[config.mk]
export PLATFORM = sky130hd
export DESIGN_NAME = adsq_top
export DESIGN_NICKNAME = d
export VERILOG_FILES = /design/src/logic/adsq_pkg.sv /design/src/logic/adsq_top.sv
export SDC_FILE = /design/constraint.sdc
export NUM_CORES = 1
export LEC_CHECK = 0
export BUFFER_PORTS_ARGS = -buffer_cell sky130_fd_sc_hd__buf_2
export CAP_MARGIN = 20
export CORE_UTILIZATION = 49
export DETAILED_ROUTE_END_ITERATION = 10
export PLACE_DENSITY = 0.89
export SYNTH_ARGS = -nofsm -noshare
export SYNTH_HDL_FRONTEND = slang
export SYNTH_SLANG_ARGS = --single-unit
[constraint.sdc]
create_clock -name i_clock -period 3.8 [get_ports i_clock]
set_input_delay 0.38 -clock i_clock [delete_from_list [all_inputs] [get_ports i_clock]]
set_output_delay 0.38 -clock i_clock [all_outputs]
set_load 0.01 [all_outputs]
[src/logic/adsq_pkg.sv]
// adsq_pkg: constants, state encodings and carrier types of the converter sequencer
package adsq_pkg;

  // ----------------------------------------------------------------
  // register indices (byte address = 4 * index)
  // ----------------------------------------------------------------
  localparam logic [7:0] IDX_CONV_CONTROL_0 = 8'h1F;
  localparam logic [7:0] IDX_ACQ_TIME_CONTROL = 8'h9B;
  localparam logic [7:0] IDX_CONV_CONTROL_1 = 8'h9F;
  localparam logic [7:0] IDX_RESULT_HIGH = 8'h1E;
  localparam logic [7:0] IDX_RESULT_LOW = 8'h9E;
  localparam logic [7:0] IDX_DONE_STATUS = 8'h0C;
  localparam logic [7:0] RST_CONV_CONTROL_0 = 8'h00;
  localparam logic [7:0] RST_CONV_CONTROL_1 = 8'h00;
  localparam logic [2:0] RST_ACQ_TIME_SEL = 3'h0;

  // ----------------------------------------------------------------
  // field positions
  // ----------------------------------------------------------------
  localparam int C0_CLK_SEL_LSB = 6;
  localparam int C0_CHAN_LOW_LSB = 3;
  localparam int C0_GO = 2;
  localparam int C0_CHAN_HIGH = 1;
  localparam int C0_ON = 0;
  localparam int C1_FORMAT = 7;
  localparam int C1_HALVE = 6;
  localparam int C1_NEG_REF = 5;
  localparam int C1_POS_REF = 4;
  localparam int C2_ACQ_LSB = 3;
  localparam int ST_FLAG = 0;

  // ----------------------------------------------------------------
  // timing
  // ----------------------------------------------------------------
  localparam int CLK_PERIOD_NS = 5;
  localparam int INSTR_CYCLE_NS = 20;
  localparam int INSTR_CYCLE_CLKS = (INSTR_CYCLE_NS + CLK_PERIOD_NS - 1) / CLK_PERIOD_NS;
  localparam logic [3:0] CONV_TADS = 4'hC;
  localparam logic [4:0] HOLDOFF_TADS = 5'h02;
  localparam logic [1:0] CLK_SEL_RC = 2'h3;
  localparam logic [9:0] FULL_SCALE = 10'h3FF;

  typedef enum logic [4:0] {
    ST_IDLE = 5'b00001,
    ST_DELAY = 5'b00010,
    ST_ACQ = 5'b00100,
    ST_CONV = 5'b01000,
    ST_HOLD = 5'b10000
  } adsq_state_t;

  // analog-side controls travel together
  typedef struct packed {
    logic [3:0] chan;
    logic sample;
    logic power;
    logic neg_ref_ext;
    logic pos_ref_ext;
    logic [13:0] analog_en;
    logic [9:0] trial;
  } adsq_analog_t;

  typedef struct packed {
    adsq_state_t state;
    logic [7:0] ctl0;
    logic [7:0] ctl1;
    logic [2:0] acq;
    logic flag;
    logic [6:0] div_cnt;
    logic [4:0] tad_cnt;
    logic [3:0] step;
    logic [9:0] sar;
    logic [2:0] rc_s;
    logic rc_lvl;
    logic [2:0] cmp_s;
    logic cmp_lvl;
    logic wr_pend;
    logic rd_wait;
    logic [7:0] idx;
    logic idx_ok;
    logic [31:0] rdata;
  } adsq_state_s_t;

endpackage

[src/logic/adsq_top.sv]
// adsq_top: sequencer for a 10-bit successive-approximation converter, AHB-Lite registers
`timescale 1ns/100ps

module adsq_top #(
  parameter bit SMALL_PKG = 1'b0
) (
  input wire logic i_clock, // system clock, 200 MHz
  input wire logic i_rst, // async reset, active high
  input wire logic i_hsel, // slave select
  input wire logic [31:0] i_haddr, // byte address
  input wire logic [1:0] i_htrans, // transfer type
  input wire logic i_hwrite, // write when high
  input wire logic [2:0] i_hsize, // transfer size
  input wire logic [31:0] i_hwdata, // write data
  input wire logic i_hready, // bus ready
  output logic [31:0] o_hrdata, // read data
  output logic o_hreadyout, // slave ready
  output logic o_hresp, // always okay
  input wire logic i_rc_clk, // free-running RC conversion clock
  input wire logic i_cmp, // comparator: held sample >= trial code
  output adsq_pkg::adsq_analog_t o_analog, // controls to the analog array
  output logic o_conv_done_flag // sticky done flag
);

  // ----------------------------------------------------------------
  // helpers
  // ----------------------------------------------------------------
  function automatic logic [6:0] tad_div(input logic [1:0] cs, input logic halve);
    tad_div = 7'h02 << (2 * int'(cs) + int'(halve));
  endfunction

  function automatic logic [4:0] acq_tads(input logic [2:0] code);
    case (code)
      3'h0: acq_tads = 5'h00;
      3'h1: acq_tads = 5'h02;
      3'h2: acq_tads = 5'h04;
      3'h3: acq_tads = 5'h06;
      3'h4: acq_tads = 5'h08;
      3'h5: acq_tads = 5'h0C;
      3'h6: acq_tads = 5'h10;
      default: acq_tads = 5'h14;
    endcase
  endfunction

  adsq_pkg::adsq_state_s_t s, n;
  logic [9:0] result_q;
  logic [9:0] result_d;
  logic result_load;
  logic go_set;
  logic rc_sel;
  logic [6:0] div_lim;
  logic tad_tick;
  logic rc_rise;
  logic [3:0] chan;
  logic done_ev;
  logic [7:0] wd;
  logic [7:0] rd8;

  assign rc_sel = s.ctl0[adsq_pkg::C0_CLK_SEL_LSB +: 2] == adsq_pkg::CLK_SEL_RC;
  assign div_lim = tad_div(s.ctl0[adsq_pkg::C0_CLK_SEL_LSB +: 2], s.ctl1[adsq_pkg::C1_HALVE]);
  // rc edge counts only once the second and third stages agree
  assign rc_rise = (s.rc_s[1] == s.rc_s[2]) && s.rc_s[2] && !s.rc_lvl;
  assign tad_tick = rc_sel ? rc_rise : (s.div_cnt == div_lim - 7'h01);
  assign chan = {s.ctl0[adsq_pkg::C0_CHAN_HIGH], s.ctl0[adsq_pkg::C0_CHAN_LOW_LSB +: 3]};
  assign done_ev = (s.state == adsq_pkg::ST_CONV) && tad_tick
    && (s.step == adsq_pkg::CONV_TADS - 4'h1);
  assign wd = i_hwdata[7:0];

  // ----------------------------------------------------------------
  // read mux
  // ----------------------------------------------------------------
  always_comb begin
    rd8 = 8'h00;
    if (!s.idx_ok) begin
      rd8 = 8'h00;
    end else if (s.idx == adsq_pkg::IDX_CONV_CONTROL_0) begin
      rd8 = s.ctl0;
    end else if (s.idx == adsq_pkg::IDX_CONV_CONTROL_1) begin
      rd8 = s.ctl1;
    end else if (s.idx == adsq_pkg::IDX_ACQ_TIME_CONTROL) begin
      rd8 = {2'h0, s.acq, 3'h0};
    end else if (s.idx == adsq_pkg::IDX_RESULT_HIGH) begin
      rd8 = s.ctl1[adsq_pkg::C1_FORMAT] ? {6'h00, result_q[9:8]} : result_q[9:2];
    end else if (s.idx == adsq_pkg::IDX_RESULT_LOW) begin
      rd8 = s.ctl1[adsq_pkg::C1_FORMAT] ? result_q[7:0] : {result_q[1:0], 6'h00};
    end else if (s.idx == adsq_pkg::IDX_DONE_STATUS) begin
      rd8 = {7'h00, s.flag};
    end
  end

  // ----------------------------------------------------------------
  // next state
  // ----------------------------------------------------------------
  always_comb begin
    logic go_clr;
    logic flag_clr;
    logic [3:0] bitn;
    n = s;
    go_set = 1'b0;
    go_clr = 1'b0;
    flag_clr = 1'b0;
    bitn = 4'h0;
    result_load = 1'b0;
    result_d = s.sar;

    // bus: address phase, then data phase
    n.wr_pend = 1'b0;
    n.rd_wait = 1'b0;
    if (s.rd_wait) begin
      n.rdata = {24'h000000, rd8};
    end
    if (i_hsel && i_htrans[1] && i_hready) begin
      n.idx = i_haddr[9:2];
      n.idx_ok = (i_haddr[31:10] == 22'h000000) && (i_haddr[1:0] == 2'h0);
      n.wr_pend = i_hwrite;
      n.rd_wait = !i_hwrite;
    end
    if (s.wr_pend && s.idx_ok) begin
      if (s.idx == adsq_pkg::IDX_CONV_CONTROL_0) begin
        n.ctl0 = {wd[7:3], s.ctl0[adsq_pkg::C0_GO], wd[1:0]};
        go_set = wd[adsq_pkg::C0_GO] && wd[adsq_pkg::C0_ON];
      end else if (s.idx == adsq_pkg::IDX_CONV_CONTROL_1) begin
        n.ctl1 = wd;
      end else if (s.idx == adsq_pkg::IDX_ACQ_TIME_CONTROL) begin
        n.acq = wd[adsq_pkg::C2_ACQ_LSB +: 3];
      end else if (s.idx == adsq_pkg::IDX_DONE_STATUS) begin
        flag_clr = !wd[adsq_pkg::ST_FLAG];
      end
    end

    // synchronisers
    n.rc_s = {s.rc_s[1:0], i_rc_clk};
    if (s.rc_s[1] == s.rc_s[2]) begin
      n.rc_lvl = s.rc_s[2];
    end
    // comparator settles four clocks after a trial change:
    // bit periods under five clocks convert wrong
    n.cmp_s = {s.cmp_s[1:0], i_cmp};
    if (s.cmp_s[1] == s.cmp_s[2]) begin
      n.cmp_lvl = s.cmp_s[2];
    end

    // bit-period divider runs only while a sequence is active
    if (s.state == adsq_pkg::ST_IDLE || s.state == adsq_pkg::ST_DELAY || tad_tick) begin
      n.div_cnt = 7'h00;
    end else begin
      n.div_cnt = s.div_cnt + 7'h01;
    end

    case (s.state)
      adsq_pkg::ST_IDLE: begin
        n.step = 4'h0;
        if (s.ctl0[adsq_pkg::C0_GO]) begin
          if (s.acq != 3'h0) begin
            n.state = adsq_pkg::ST_ACQ;
            n.tad_cnt = acq_tads(s.acq);
          end else if (rc_sel) begin
            n.state = adsq_pkg::ST_DELAY;
            n.tad_cnt = 5'(adsq_pkg::INSTR_CYCLE_CLKS - 1);
          end else begin
            n.state = adsq_pkg::ST_CONV;
          end
        end
      end
      adsq_pkg::ST_DELAY: begin
        n.tad_cnt = s.tad_cnt - 5'h01;
        if (s.tad_cnt == 5'h00) begin
          n.state = adsq_pkg::ST_CONV;
        end
      end
      adsq_pkg::ST_ACQ: begin
        if (tad_tick) begin
          n.tad_cnt = s.tad_cnt - 5'h01;
          if (s.tad_cnt == 5'h01) begin
            n.state = adsq_pkg::ST_CONV;
          end
        end
      end
      adsq_pkg::ST_CONV: begin
        if (tad_tick) begin
          n.step = s.step + 4'h1;
          bitn = 4'hA - s.step;
          if (s.step == 4'h0) begin
            n.sar = 10'h200; // first period holds the sample
          end else if (s.step <= 4'hA) begin
            n.sar[bitn] = s.cmp_lvl;
            if (bitn != 4'h0) begin
              n.sar[bitn - 4'h1] = 1'b1;
            end
          end
          if (done_ev) begin
            go_clr = 1'b1;
            result_load = 1'b1;
            n.state = adsq_pkg::ST_HOLD;
            n.tad_cnt = adsq_pkg::HOLDOFF_TADS;
          end
        end
      end
      adsq_pkg::ST_HOLD: begin
        if (tad_tick) begin
          n.tad_cnt = s.tad_cnt - 5'h01;
          if (s.tad_cnt == 5'h01) begin
            n.state = adsq_pkg::ST_IDLE;
          end
        end
      end
      default: begin
        n.state = adsq_pkg::ST_IDLE;
      end
    endcase

    if (SMALL_PKG && chan >= 4'h5 && chan <= 4'h7) begin
      result_d = adsq_pkg::FULL_SCALE;
    end

    // converter off: abort without flag
    if (!s.ctl0[adsq_pkg::C0_ON]) begin
      n.state = adsq_pkg::ST_IDLE;
      go_clr = 1'b1;
      result_load = 1'b0;
    end

    // a new start beats the clear, a completion beats software's clear
    n.ctl0[adsq_pkg::C0_GO] = (s.ctl0[adsq_pkg::C0_GO] && !go_clr) || go_set;
    n.flag = (s.flag && !flag_clr) || (result_load);
  end

  // ----------------------------------------------------------------
  // registers
  // ----------------------------------------------------------------
  always_ff @(posedge i_clock or posedge i_rst) begin
    if (i_rst) begin
      s <= '0;
      s.state <= adsq_pkg::ST_IDLE;
      s.ctl0 <= adsq_pkg::RST_CONV_CONTROL_0;
      s.ctl1 <= adsq_pkg::RST_CONV_CONTROL_1;
      s.acq <= adsq_pkg::RST_ACQ_TIME_SEL;
    end else begin
      s <= n;
    end
  end

  // no reset: contents stay unknown until the first completion
  always_ff @(posedge i_clock) begin
    if (result_load) begin
      result_q <= result_d;
    end
  end

  // ----------------------------------------------------------------
  // outputs
  // ----------------------------------------------------------------
  always_comb begin
    o_analog.chan = chan;
    o_analog.power = s.ctl0[adsq_pkg::C0_ON];
    // sampling switch opens for conversion and the hold-off
    o_analog.sample = s.ctl0[adsq_pkg::C0_ON] && (s.state == adsq_pkg::ST_IDLE
      || s.state == adsq_pkg::ST_DELAY || s.state == adsq_pkg::ST_ACQ);
    o_analog.neg_ref_ext = s.ctl1[adsq_pkg::C1_NEG_REF];
    o_analog.pos_ref_ext = s.ctl1[adsq_pkg::C1_POS_REF];
    for (int i = 0; i < 14; i++) begin
      o_analog.analog_en[i] = (s.ctl1[3:0] < 4'h2) || (i + int'(s.ctl1[3:0]) < 15);
    end
    o_analog.trial = s.sar;
  end

  assign o_hrdata = s.rdata;
  assign o_hreadyout = !s.rd_wait;
  assign o_hresp = 1'b0;
  assign o_conv_done_flag = s.flag;
endmodule

==> metrics, run 1 <==
Power Density=roughly 430 nW/um^2; worst path required time=4000 ps; syn avg cell area=9.21 um^2; vias in the first global route=4178; maxcap violations=0; count leader, synth=dfrtp_1; die area=between 10000 and 15000 um^2; critical path arrival=3380 ps; Post-CTS Setup Repair Bufs=0; DR vias/cell=5.86; final setup fails=0; clk sinks=88; clock tree buffer depth=2; worst hold path class=in -> reg; Mapped Area=5720 um^2; Rel. slew slack=0.377; fin. max-slew vios=0; EDFF count, synth=10; drt first-iter violations=around 460; Multi-input gate area=2950 um^2; DP Wirelength=9500 um; most used flip-flop cell after synthesis=dfrtp_1; worst-margin pin slew=927 ps; antenna violations before repair=0; clock skew=8.87 ps; Final Hold Fails=0; Pre-Repair DR Iteration Count=7; CTS Buf Count=9; FP Rows=39; GP Congestion=0.935; worst-path maximum fanout=13; share of cells above drive strength 1=0.226; CP endpoint kind=register; Avg WL per Cell=16.0 um; die height=110 um; Core Area=11400 um^2; Setup Crit Path Kind=reg -> reg; LEAKAGE=approximately 2.8 nW; hold depth=1; gr usage total=0.223; nets=762; CTS root buf=clkbuf_16; status=complete, no violations; Yosys cell types=71; RSZ-0062 raised after global routing=no; biggest area consumer among synthesized cells=dfrtp_1; Initial Util=0.501; # DRC=0; synthesized flop and latch total=88; final WL=13100 um; WHS=~140 ps; FF-to-FF path depth=9; I/O pins=143; first-pass GRT wire length=20700 um; largest net degree at the start of global routing=58; TNS Setup=0 ps; vias=4777; Reg area=roughly 2300 um^2; top cells by count, synth=dfrtp_1 (77), nand2_1 (54), nor2_1 (54); CTS tree=yes; Max IR drop VDD=about 0.30 mV; Startpoint Class=register; filler instances=1000; P&R area growth vs syn=9.86%; Synth Instances=between 600 and 700; grt total ovfl=0; YS warnings=0; worst skew pair latency=340 ps; area share of the largest cell type after synthesis=0.337; H-tree depth=3; asr flop ratio synth=0.886; # diodes=0; antenna viol nets, final=0; min cycle time layout=~3200 ps; Final Cycle Share=0.838; PnR Total Power=2.72 mW; Die W=110 um; register area share after synthesis=0.394; clk slew on worst S/H paths=70 ps; Fmax=about 0.31 GHz; Synth area leaders=dfrtp_1 (34%), buf_4 (6.6%), mux2_2 (5.3%), edfxtp_1 (5.2%), ha_1 (4.2%); IO buf count=about 90
[logic make-up (layout without fill, tap and decap cells)]
| group | Yosys count | in the layout | share of synthesized area |
|---|---|---|---|
| other cells | 1 | 25 | 0.000656 |
| simple gates | 203 | 203 | 0.175 |
| compound gates | 140 | 140 | 0.168 |
| mux | 39 | 39 | 0.0741 |
| fa+ha+maj | 20 | 20 | 0.0433 |
| xor+xnor | 24 | 24 | 0.0367 |
| flops | 88 | 88 | 0.394 |
| buf+inv | 106 | 133 | 0.108 |
[worst paths after layout]
kind,slack [ps],endpoint,start
min reg2reg,350,n[46],n[45]
max in group asynchronous,2470,o_analog[25],i_rst
max reg2reg,620,s[68],s[96]
max,620,s[68],s[96]
min,140,n[49],i_rc_clk
min in group asynchronous,470,n[45],i_rst
[worst max-delay path, cell delays in order, from the launching register on]
cell,delay (ps)
dfrtp_1,510
or3_4,390
ha_1,300
nand3_1,110
o21ai_0,90
a32o_1,240
or4_1,670
a31oi_4,310
or2_1,260
o21ai_0,150
[registers in the layout (all words and copies together) (netlist names)]
register / flops
o_analog: 7
result_q: 10
result_d: 10
n: 4
o_conv_done_flag: 1
o_hrdata: 8
s: 48
[metrics by stage]
stage               instances  worst slack, ps   util  cell area (um^2)
finish                    815              617  0.550              6280
detailed placement        797              652  0.520              5940
global route              815              464  0.550              6280
CTS                       813              628  0.547              6250
floorplan                 645              184      -              5810
global placement          797              707  0.520              5940
[timing repair]
item                                   CTS  global route
gates resized for setup                  0             0
endpoints found under the hold margin    0             6
hold buffers                             0             1
[routing by layer]
layer / vias up / share of wire / GRT usage / wire (um)
met4: 0 / 0.018 / 0.0743 / 232
met2: 231 / 0.48 / 0.360 / 6300
met3: 33 / 0.078 / 0.0382 / 1020
met1: 2267 / 0.42 / 0.305 / 5520
met5: - / 0 / 0 / 0
li1: 2246 / - / - / -
[cell type report]
type | count | share of cell area
Clock inverter | 5 | 0.00995
Tap cell | 143 | 0.0285
Timing Repair Buffer | 96 | 0.0828
Clock buffer | 11 | 0.0386
Inverter | 21 | 0.0127
Multi-Input combinational cell | 451 | 0.469
Sequential cell | 88 | 0.359
[power breakdown]
part / internal, mW / leakage [nW] / switching (mW) / total [mW]
combinational: 0.270 / 1.60 / 0.390 / 0.660
clock: 0.534 / 0.151 / 0.369 / 0.903
sequential: 1.04 / 1.08 / 0.122 / 1.16
[layout by cell type, fill, tap and decap left out, drive strengths merged, types with 6 or more instances in the layout]
cell type	synthesis	final
nand2	54	54
a31oi	12	12
o22a	8	8
nand4	6	6
nor4	14	14
and3	8	8
dfrtp	77	77
mux2	27	27
a21oi	28	28
nor2	54	54
inv	19	21
o31ai	13	13
xor2	14	14
clkbuf	25	11
o21ai	38	38
nand3	19	19
o2bb2ai	6	6
xnor2	10	10
mux2i	12	12
edfxtp	10	10
buf	60	95
ha	19	19
nor3	16	16
conb	1	25
nor2b	6	6
No activity file was read; power rests on OpenSTA's default activity.
==> run 2: changes to the inputs <==
- clock period: 3.8 -> 2.7 ns (I/O delays scaled with it)
==> run 2 against run 1 <==
Net effect: the flow now finishes with violations (hold timing); cell area is 4.1% higher; maximum frequency is 20% higher; worst setup slack worse by 580 ps; clock skew is 3.8 ps lower; critical path depth stayed put; sequential power is 40% higher; critical path type unchanged; largest cell class unchanged; largest power group unchanged.
==> metrics, run 2 (same netlist as run 1, synthesis figures left out) <==
vias in the first global route=4551 (+8.9%); die area=12100 um^2 (unchanged); maxcap violations=0 (unchanged); Max IR drop VDD=0.389 mV (+30%); die height=110 um (unchanged); H-tree depth=3 (unchanged); clock skew=5.06 ps (-3.81 ps); clock power share=0.322 (-0.009); vias=4943 (+3.5%); fin worst setup slack=40.6 ps (-576 ps); pre-CTS setup slack=-57.2 ps (-710 ps); critical path arrival=2710 ps (-670 ps); WHS=-13.2 ps (-157 ps); Initial Util=0.501 (unchanged); clock tree buffer depth=2 (unchanged); nets=785 (+3.0%); share of cells above drive strength 1=0.278 (+0.0515); Setup Crit Path Kind=reg -> reg; sequential fraction of design power=0.417 (-0.009); Avg WL per Cell=16.7 um (+4.2%); final WL=14000 um (+7.1%); Core Area=11400 um^2 (unchanged); clk slew on worst S/H paths=70 ps (about the same); P&R area growth vs syn=14.4%; Pint=2.60 mW (+41%); gr usage total=0.228 (+0.00502); DP Wirelength=9750 um (+2.6%); # hold bufs at CTS=0 (unchanged); worst skew pair latency=340 ps (about the same); # diodes=0 (unchanged); # DRC=0 (unchanged); max FFs per register=48 (unchanged); commonest non-fill, non-tap cell in the layout=buf_2; commonest non-fill, non-tap cells in the layout=buf_2 (89), dfrtp_1 (74), nor2_1 (53), nand2_1 (52), o21ai_0 (34); drt first-iter violations=451 (-1.7%); GP Congestion=0.913 (-2.4%); DR vias/cell=5.90 (+0.63%); Die W=110 um (unchanged); CP endpoint kind=register; worst-path maximum fanout=5 (-8); LEAKAGE=2.95 nW (+4.4%); Comb power frac=0.261 (+0.019); FP Rows=39 (unchanged); largest net degree at the start of global routing=44 (-24%); final setup fails=0 (unchanged); CTS Buf Count=9 (unchanged); first-pass GRT wire length=21600 um (+4.6%); Rel. slew slack=0.421 (+0.0440); fin. max-slew vios=0 (unchanged); Final Cycle Share=0.985 (+0.147); min cycle time layout=2660 ps (-524 ps); Fmax=0.376 GHz (+20%); Power Density=594 nW/um^2 (+37%); status=complete, but fails checks; switching part of the total=0.331 (+0.00719); RSZ-0062 raised after global routing=yes; Final Hold Fails=8 (+8); CTS root buf=clkbuf_16; Startpoint Class=register; Largest Register=s; worst hold path class=in -> async; CTS tree=yes; I/O pins=143 (unchanged); Pre-Repair DR Iteration Count=5 (-2); worst path required time=2760 ps (-1240 ps); antenna viol nets, final=0 (unchanged); failing checks=hold timing; Net Switching=1.29 mW (+46%); antenna violations before repair=0 (unchanged); worst-margin pin slew=861 ps (-66.2 ps); IO buf count=89 (unchanged); grt total ovfl=0 (unchanged); PnR Total Power=3.89 mW (+43%); clk sinks=88 (unchanged); filler instances=946 (-5.4%)
-- run 2: final timing paths --
| kind | from | endpoint | slack [ps] | cells past startpoint |
|---|---|---|---|---|
| max | s[87] | result_q[0] | 40 | 9 |
| min in group i_clock | i_rc_clk | n[49] | 30 | 1 |
| min | i_rst | n[49] | -10 | 2 |
| max reg2reg | s[87] | result_q[0] | 40 | 9 |
| max in group asynchronous | i_rst | s[82] | 2050 | 3 |
| min reg2reg | n[45] | n[46] | 350 | 0 |
-- run 2: critical path, stage by stage (launching register included) --
cell and delay [ps]:
dfrtp_1 380, or3_4 410, ha_4 280, xor2_1 140
nand4b_1 150, a2111oi_4 240, or2_4 230, nand2_4 70
nor4_4 270, buf_4 200
-- run 2: layout make-up --
type	instances	area, um^2	share of cell area
multi-input cells	452	3050	0.466
flip-flops and latches	88	2260	0.345
repair buffers	118	683	0.104
clock buffers	10	229	0.0350
well taps	143	179	0.0273
inverters	21	80.1	0.0122
clock inverters	6	67.6	0.0103
-- run 2: per-stage QoR --
| stage | hold slack (ps) | TNS (ps) | instance area [um^2] | instances | utilization |
|---|---|---|---|---|---|
| finish | -13.2 | 0 | 6540 | 838 | 0.573 |
| global route | 25.0 | -774 | 6540 | 838 | 0.573 |
| CTS | 22.1 | 0 | 6440 | 831 | 0.564 |
| detailed placement | 337 | -220 | 6130 | 814 | 0.537 |
| global placement | 333 | 0 | 6130 | 814 | 0.537 |
| floorplan | 301 | -1090 | 5870 | 645 | - |
-- run 2: layer usage --
layer,track usage,vias up,wire [um]
li1,-,2294,-
met1,0.292,2360,5790
met2,0.385,247,6800
met3,0.0453,42,1010
met4,0.0752,0,393
met5,0,-,0
-- run 2: repair_timing --
action                                  CTS  global route
buffers inserted                          1             5
gates cloned                              0             2
pin swaps                                 1             5
endpoints found under the setup margin   12            39
resized for setup                         3            16
-- run 2: power by group through the flow --
stage	clock [mW]	sequential [mW]	combinational, mW
floorplan	0	1.56	0.826
finish	1.25	1.62	1.01
global route	1.31	1.64	1.13
CTS	1.26	1.61	0.974
detailed placement	0	1.64	0.947
global placement	0	1.63	0.922
==> run 3: changes to the inputs <==
- CORE_ASPECT_RATIO: unset -> 1.2
==> run 3 against run 2 <==
Net effect: the flow now finishes without violations; register-to-register slack barely moved; combinational power about the same; largest power group unchanged; sequential power about the same; highest routed layer unchanged; wire length shrank 2.0%.
==> metrics, run 3 (same netlist as run 1, synthesis figures left out) <==
fin area=6480 um^2 (-0.98%); dpl cells=822 (+0.98%); DP Wirelength=9880 um (+1.3%); CTS tree=yes; grt total ovfl=0 (unchanged); Die W=101 um (-8.6%); RR Startpoint=s[96]; pre-CTS setup slack=2.83 ps (+60.0 ps); drt first-iter violations=270 (-40%); clock tree buffer depth=2 (unchanged); clock skew=11.7 ps (+6.67 ps); Reg area=2250 um^2 (-0.11%); antenna viol nets, final=0 (unchanged); Final Hold Fails=0 (-8); die area=12100 um^2 (about the same); worst path required time=2760 ps (about the same); RSZ-0062 raised after global routing=yes; # diodes=0 (unchanged); Hold EP=n[45]; status=complete, no violations; first-pass GRT wire length=21600 um (about the same); hold depth=1; Pre-Repair DR Iteration Count=5 (unchanged); end of the worst register-to-register path=result_q[1]; vias in the first global route=4387 (-3.6%); worst hold path class=in -> reg; CTS Buf Count=9 (unchanged); sequential fraction of design power=0.427 (+0.010); PnR Total Power=3.82 mW (-1.8%); worst-margin pin slew=739 ps (-122 ps); Comb power frac=0.265 (+0.004); Pint=2.52 mW (-3.3%); routed wl met3=933 um (-7.3%); Core Area=11200 um^2 (-2.0%); LEAKAGE=2.91 nW (-1.4%); worst-path maximum fanout=10 (+5); FP Rows=42 (+7.7%); filler instances=951 (+0.53%); Net Switching=1.30 mW (+1.3%); Startpoint Class=register; H-tree depth=3 (unchanged); Routed met2 length=6800 um (about the same); CTS root buf=clkbuf_16; clk sinks=88 (unchanged); clk slew on worst S/H paths=70 ps (about the same); CP endpoint kind=register; Initial Util=0.511 (+0.0101); Largest Register=s; Power Density=589 nW/um^2 (-0.82%); P&R area growth vs syn=13.3%; final WL=13700 um (-2.0%); TNS Setup=0 ps (unchanged); FF-to-FF path depth=9 (unchanged); gr usage total=0.228 (+0.000396); min cycle time layout=2650 ps (-5.22 ps); IO buf count=89 (unchanged); fin. max-slew vios=0 (unchanged); worst skew pair latency=350 ps (about the same); critical path arrival=2720 ps (about the same); FF-to-FF setup slack=50 ps (about the same); die height=120 um (+9.4%); maxcap violations=0 (unchanged); # DRC=0 (unchanged); Post-DP Area=6110 um^2 (-0.35%); Fmax=0.377 GHz (+0.20%); Final Cycle Share=0.983 (-0.00193); I/O pins=143 (unchanged); Max IR drop VDD=0.496 mV (+27%); Rel. slew slack=0.503 (+0.0818); commonest non-fill, non-tap cells in the layout=buf_2 (89), dfrtp_1 (76), nor2_1 (54), nand2_1 (53), o21ai_0 (33); antenna violations before repair=0 (unchanged); top sig layer=met4; Non-Filler Instances=842 (+0.48%); switching part of the total=0.341 (+0.0105); clock power share=0.308 (-0.014); final setup fails=0 (unchanged); vias=4896 (-0.95%); WHS=24.0 ps (+37.2 ps); Met1 Routed Length=5630 um (-2.8%); Avg WL per Cell=16.3 um (-2.5%); nets=778 (-0.89%); max FFs per register=48 (unchanged); GP Congestion=0.893 (-2.1%); commonest non-fill, non-tap cell in the layout=buf_2; Multi-input gate area=3030 um^2 (-0.53%); share of cells above drive strength 1=0.260 (-0.0175); DR vias/cell=5.81 (-1.4%); Setup Crit Path Kind=reg -> reg; startpoint of the worst hold path=i_cmp; final core utilization=0.579 (+0.00583); largest net degree at the start of global routing=56 (+27%); fin worst setup slack=45.8 ps (+5.22 ps)
[run 3: changes by cell type in the layout (fill, tap and decap cells not counted), sizes merged]
| cell | previous run | this run |
|---|---|---|
| buf | 118 | 111 |
| bufinv | 1 | 0 |
| clkbuf | 10 | 11 |
| clkinv | 4 | 5 |
| clkinvlp | 2 | 1 |
| dlygate4sd3 | 0 | 1 |
| nand4 | 7 | 6 |
[run 3: layout make-up]
class | instances | area share
Inverter | 21 | 0.0129
Sequential cell | 88 | 0.348
Multi-Input combinational cell | 451 | 0.468
Tap cell | 154 | 0.0297
Timing Repair Buffer | 112 | 0.0994
Clock inverter | 5 | 0.00618
Clock buffer | 11 | 0.0359
[run 3: power groups by stage]
stage	clock, mW	combinational [mW]	sequential, mW
floorplan	0	0.826	1.56
global route	1.23	1.12	1.64
global placement	0	0.920	1.63
CTS	1.19	0.975	1.62
finish	1.18	1.01	1.63
detailed placement	0	0.953	1.64
[run 3: worst max-delay path: stages (launching register included)]
cell and delay (ps):
dfrtp_1 390, or3_4 400, ha_4 270, xor2_1 130
nand4b_1 150, a2111oi_4 240, or2_4 240, nand2_4 70
nor4_4 290, buf_6 190
[run 3: worst max-delay path by stage]
stage / endpoint / start / cells after the start
floorplan: result_q[0] / s[87] / 8
global placement: result_q[1] / s[96] / 9
detailed placement: result_q[9] / s[96] / 9
CTS: result_d[4] / s[96] / 8
global route: result_q[1] / s[87] / 9
finish: result_q[1] / s[96] / 9
[run 3: layer usage]
metal  global-route usage  vias to the layer above
met4               0.0960                        0
met3               0.0451                       39
met5                    0                        -
li1                     -                     2285
met2                0.372                      223
met1                0.296                     2349
[run 3: repair_timing]
action                                  in CTS  in global routing
endpoints found under the hold margin        0                  2
endpoints found under the setup margin      11                 25
pin swaps                                    1                  2
setup buffers                                0                  2
hold buffers                                 0                  1
gates resized for setup                      2                 11
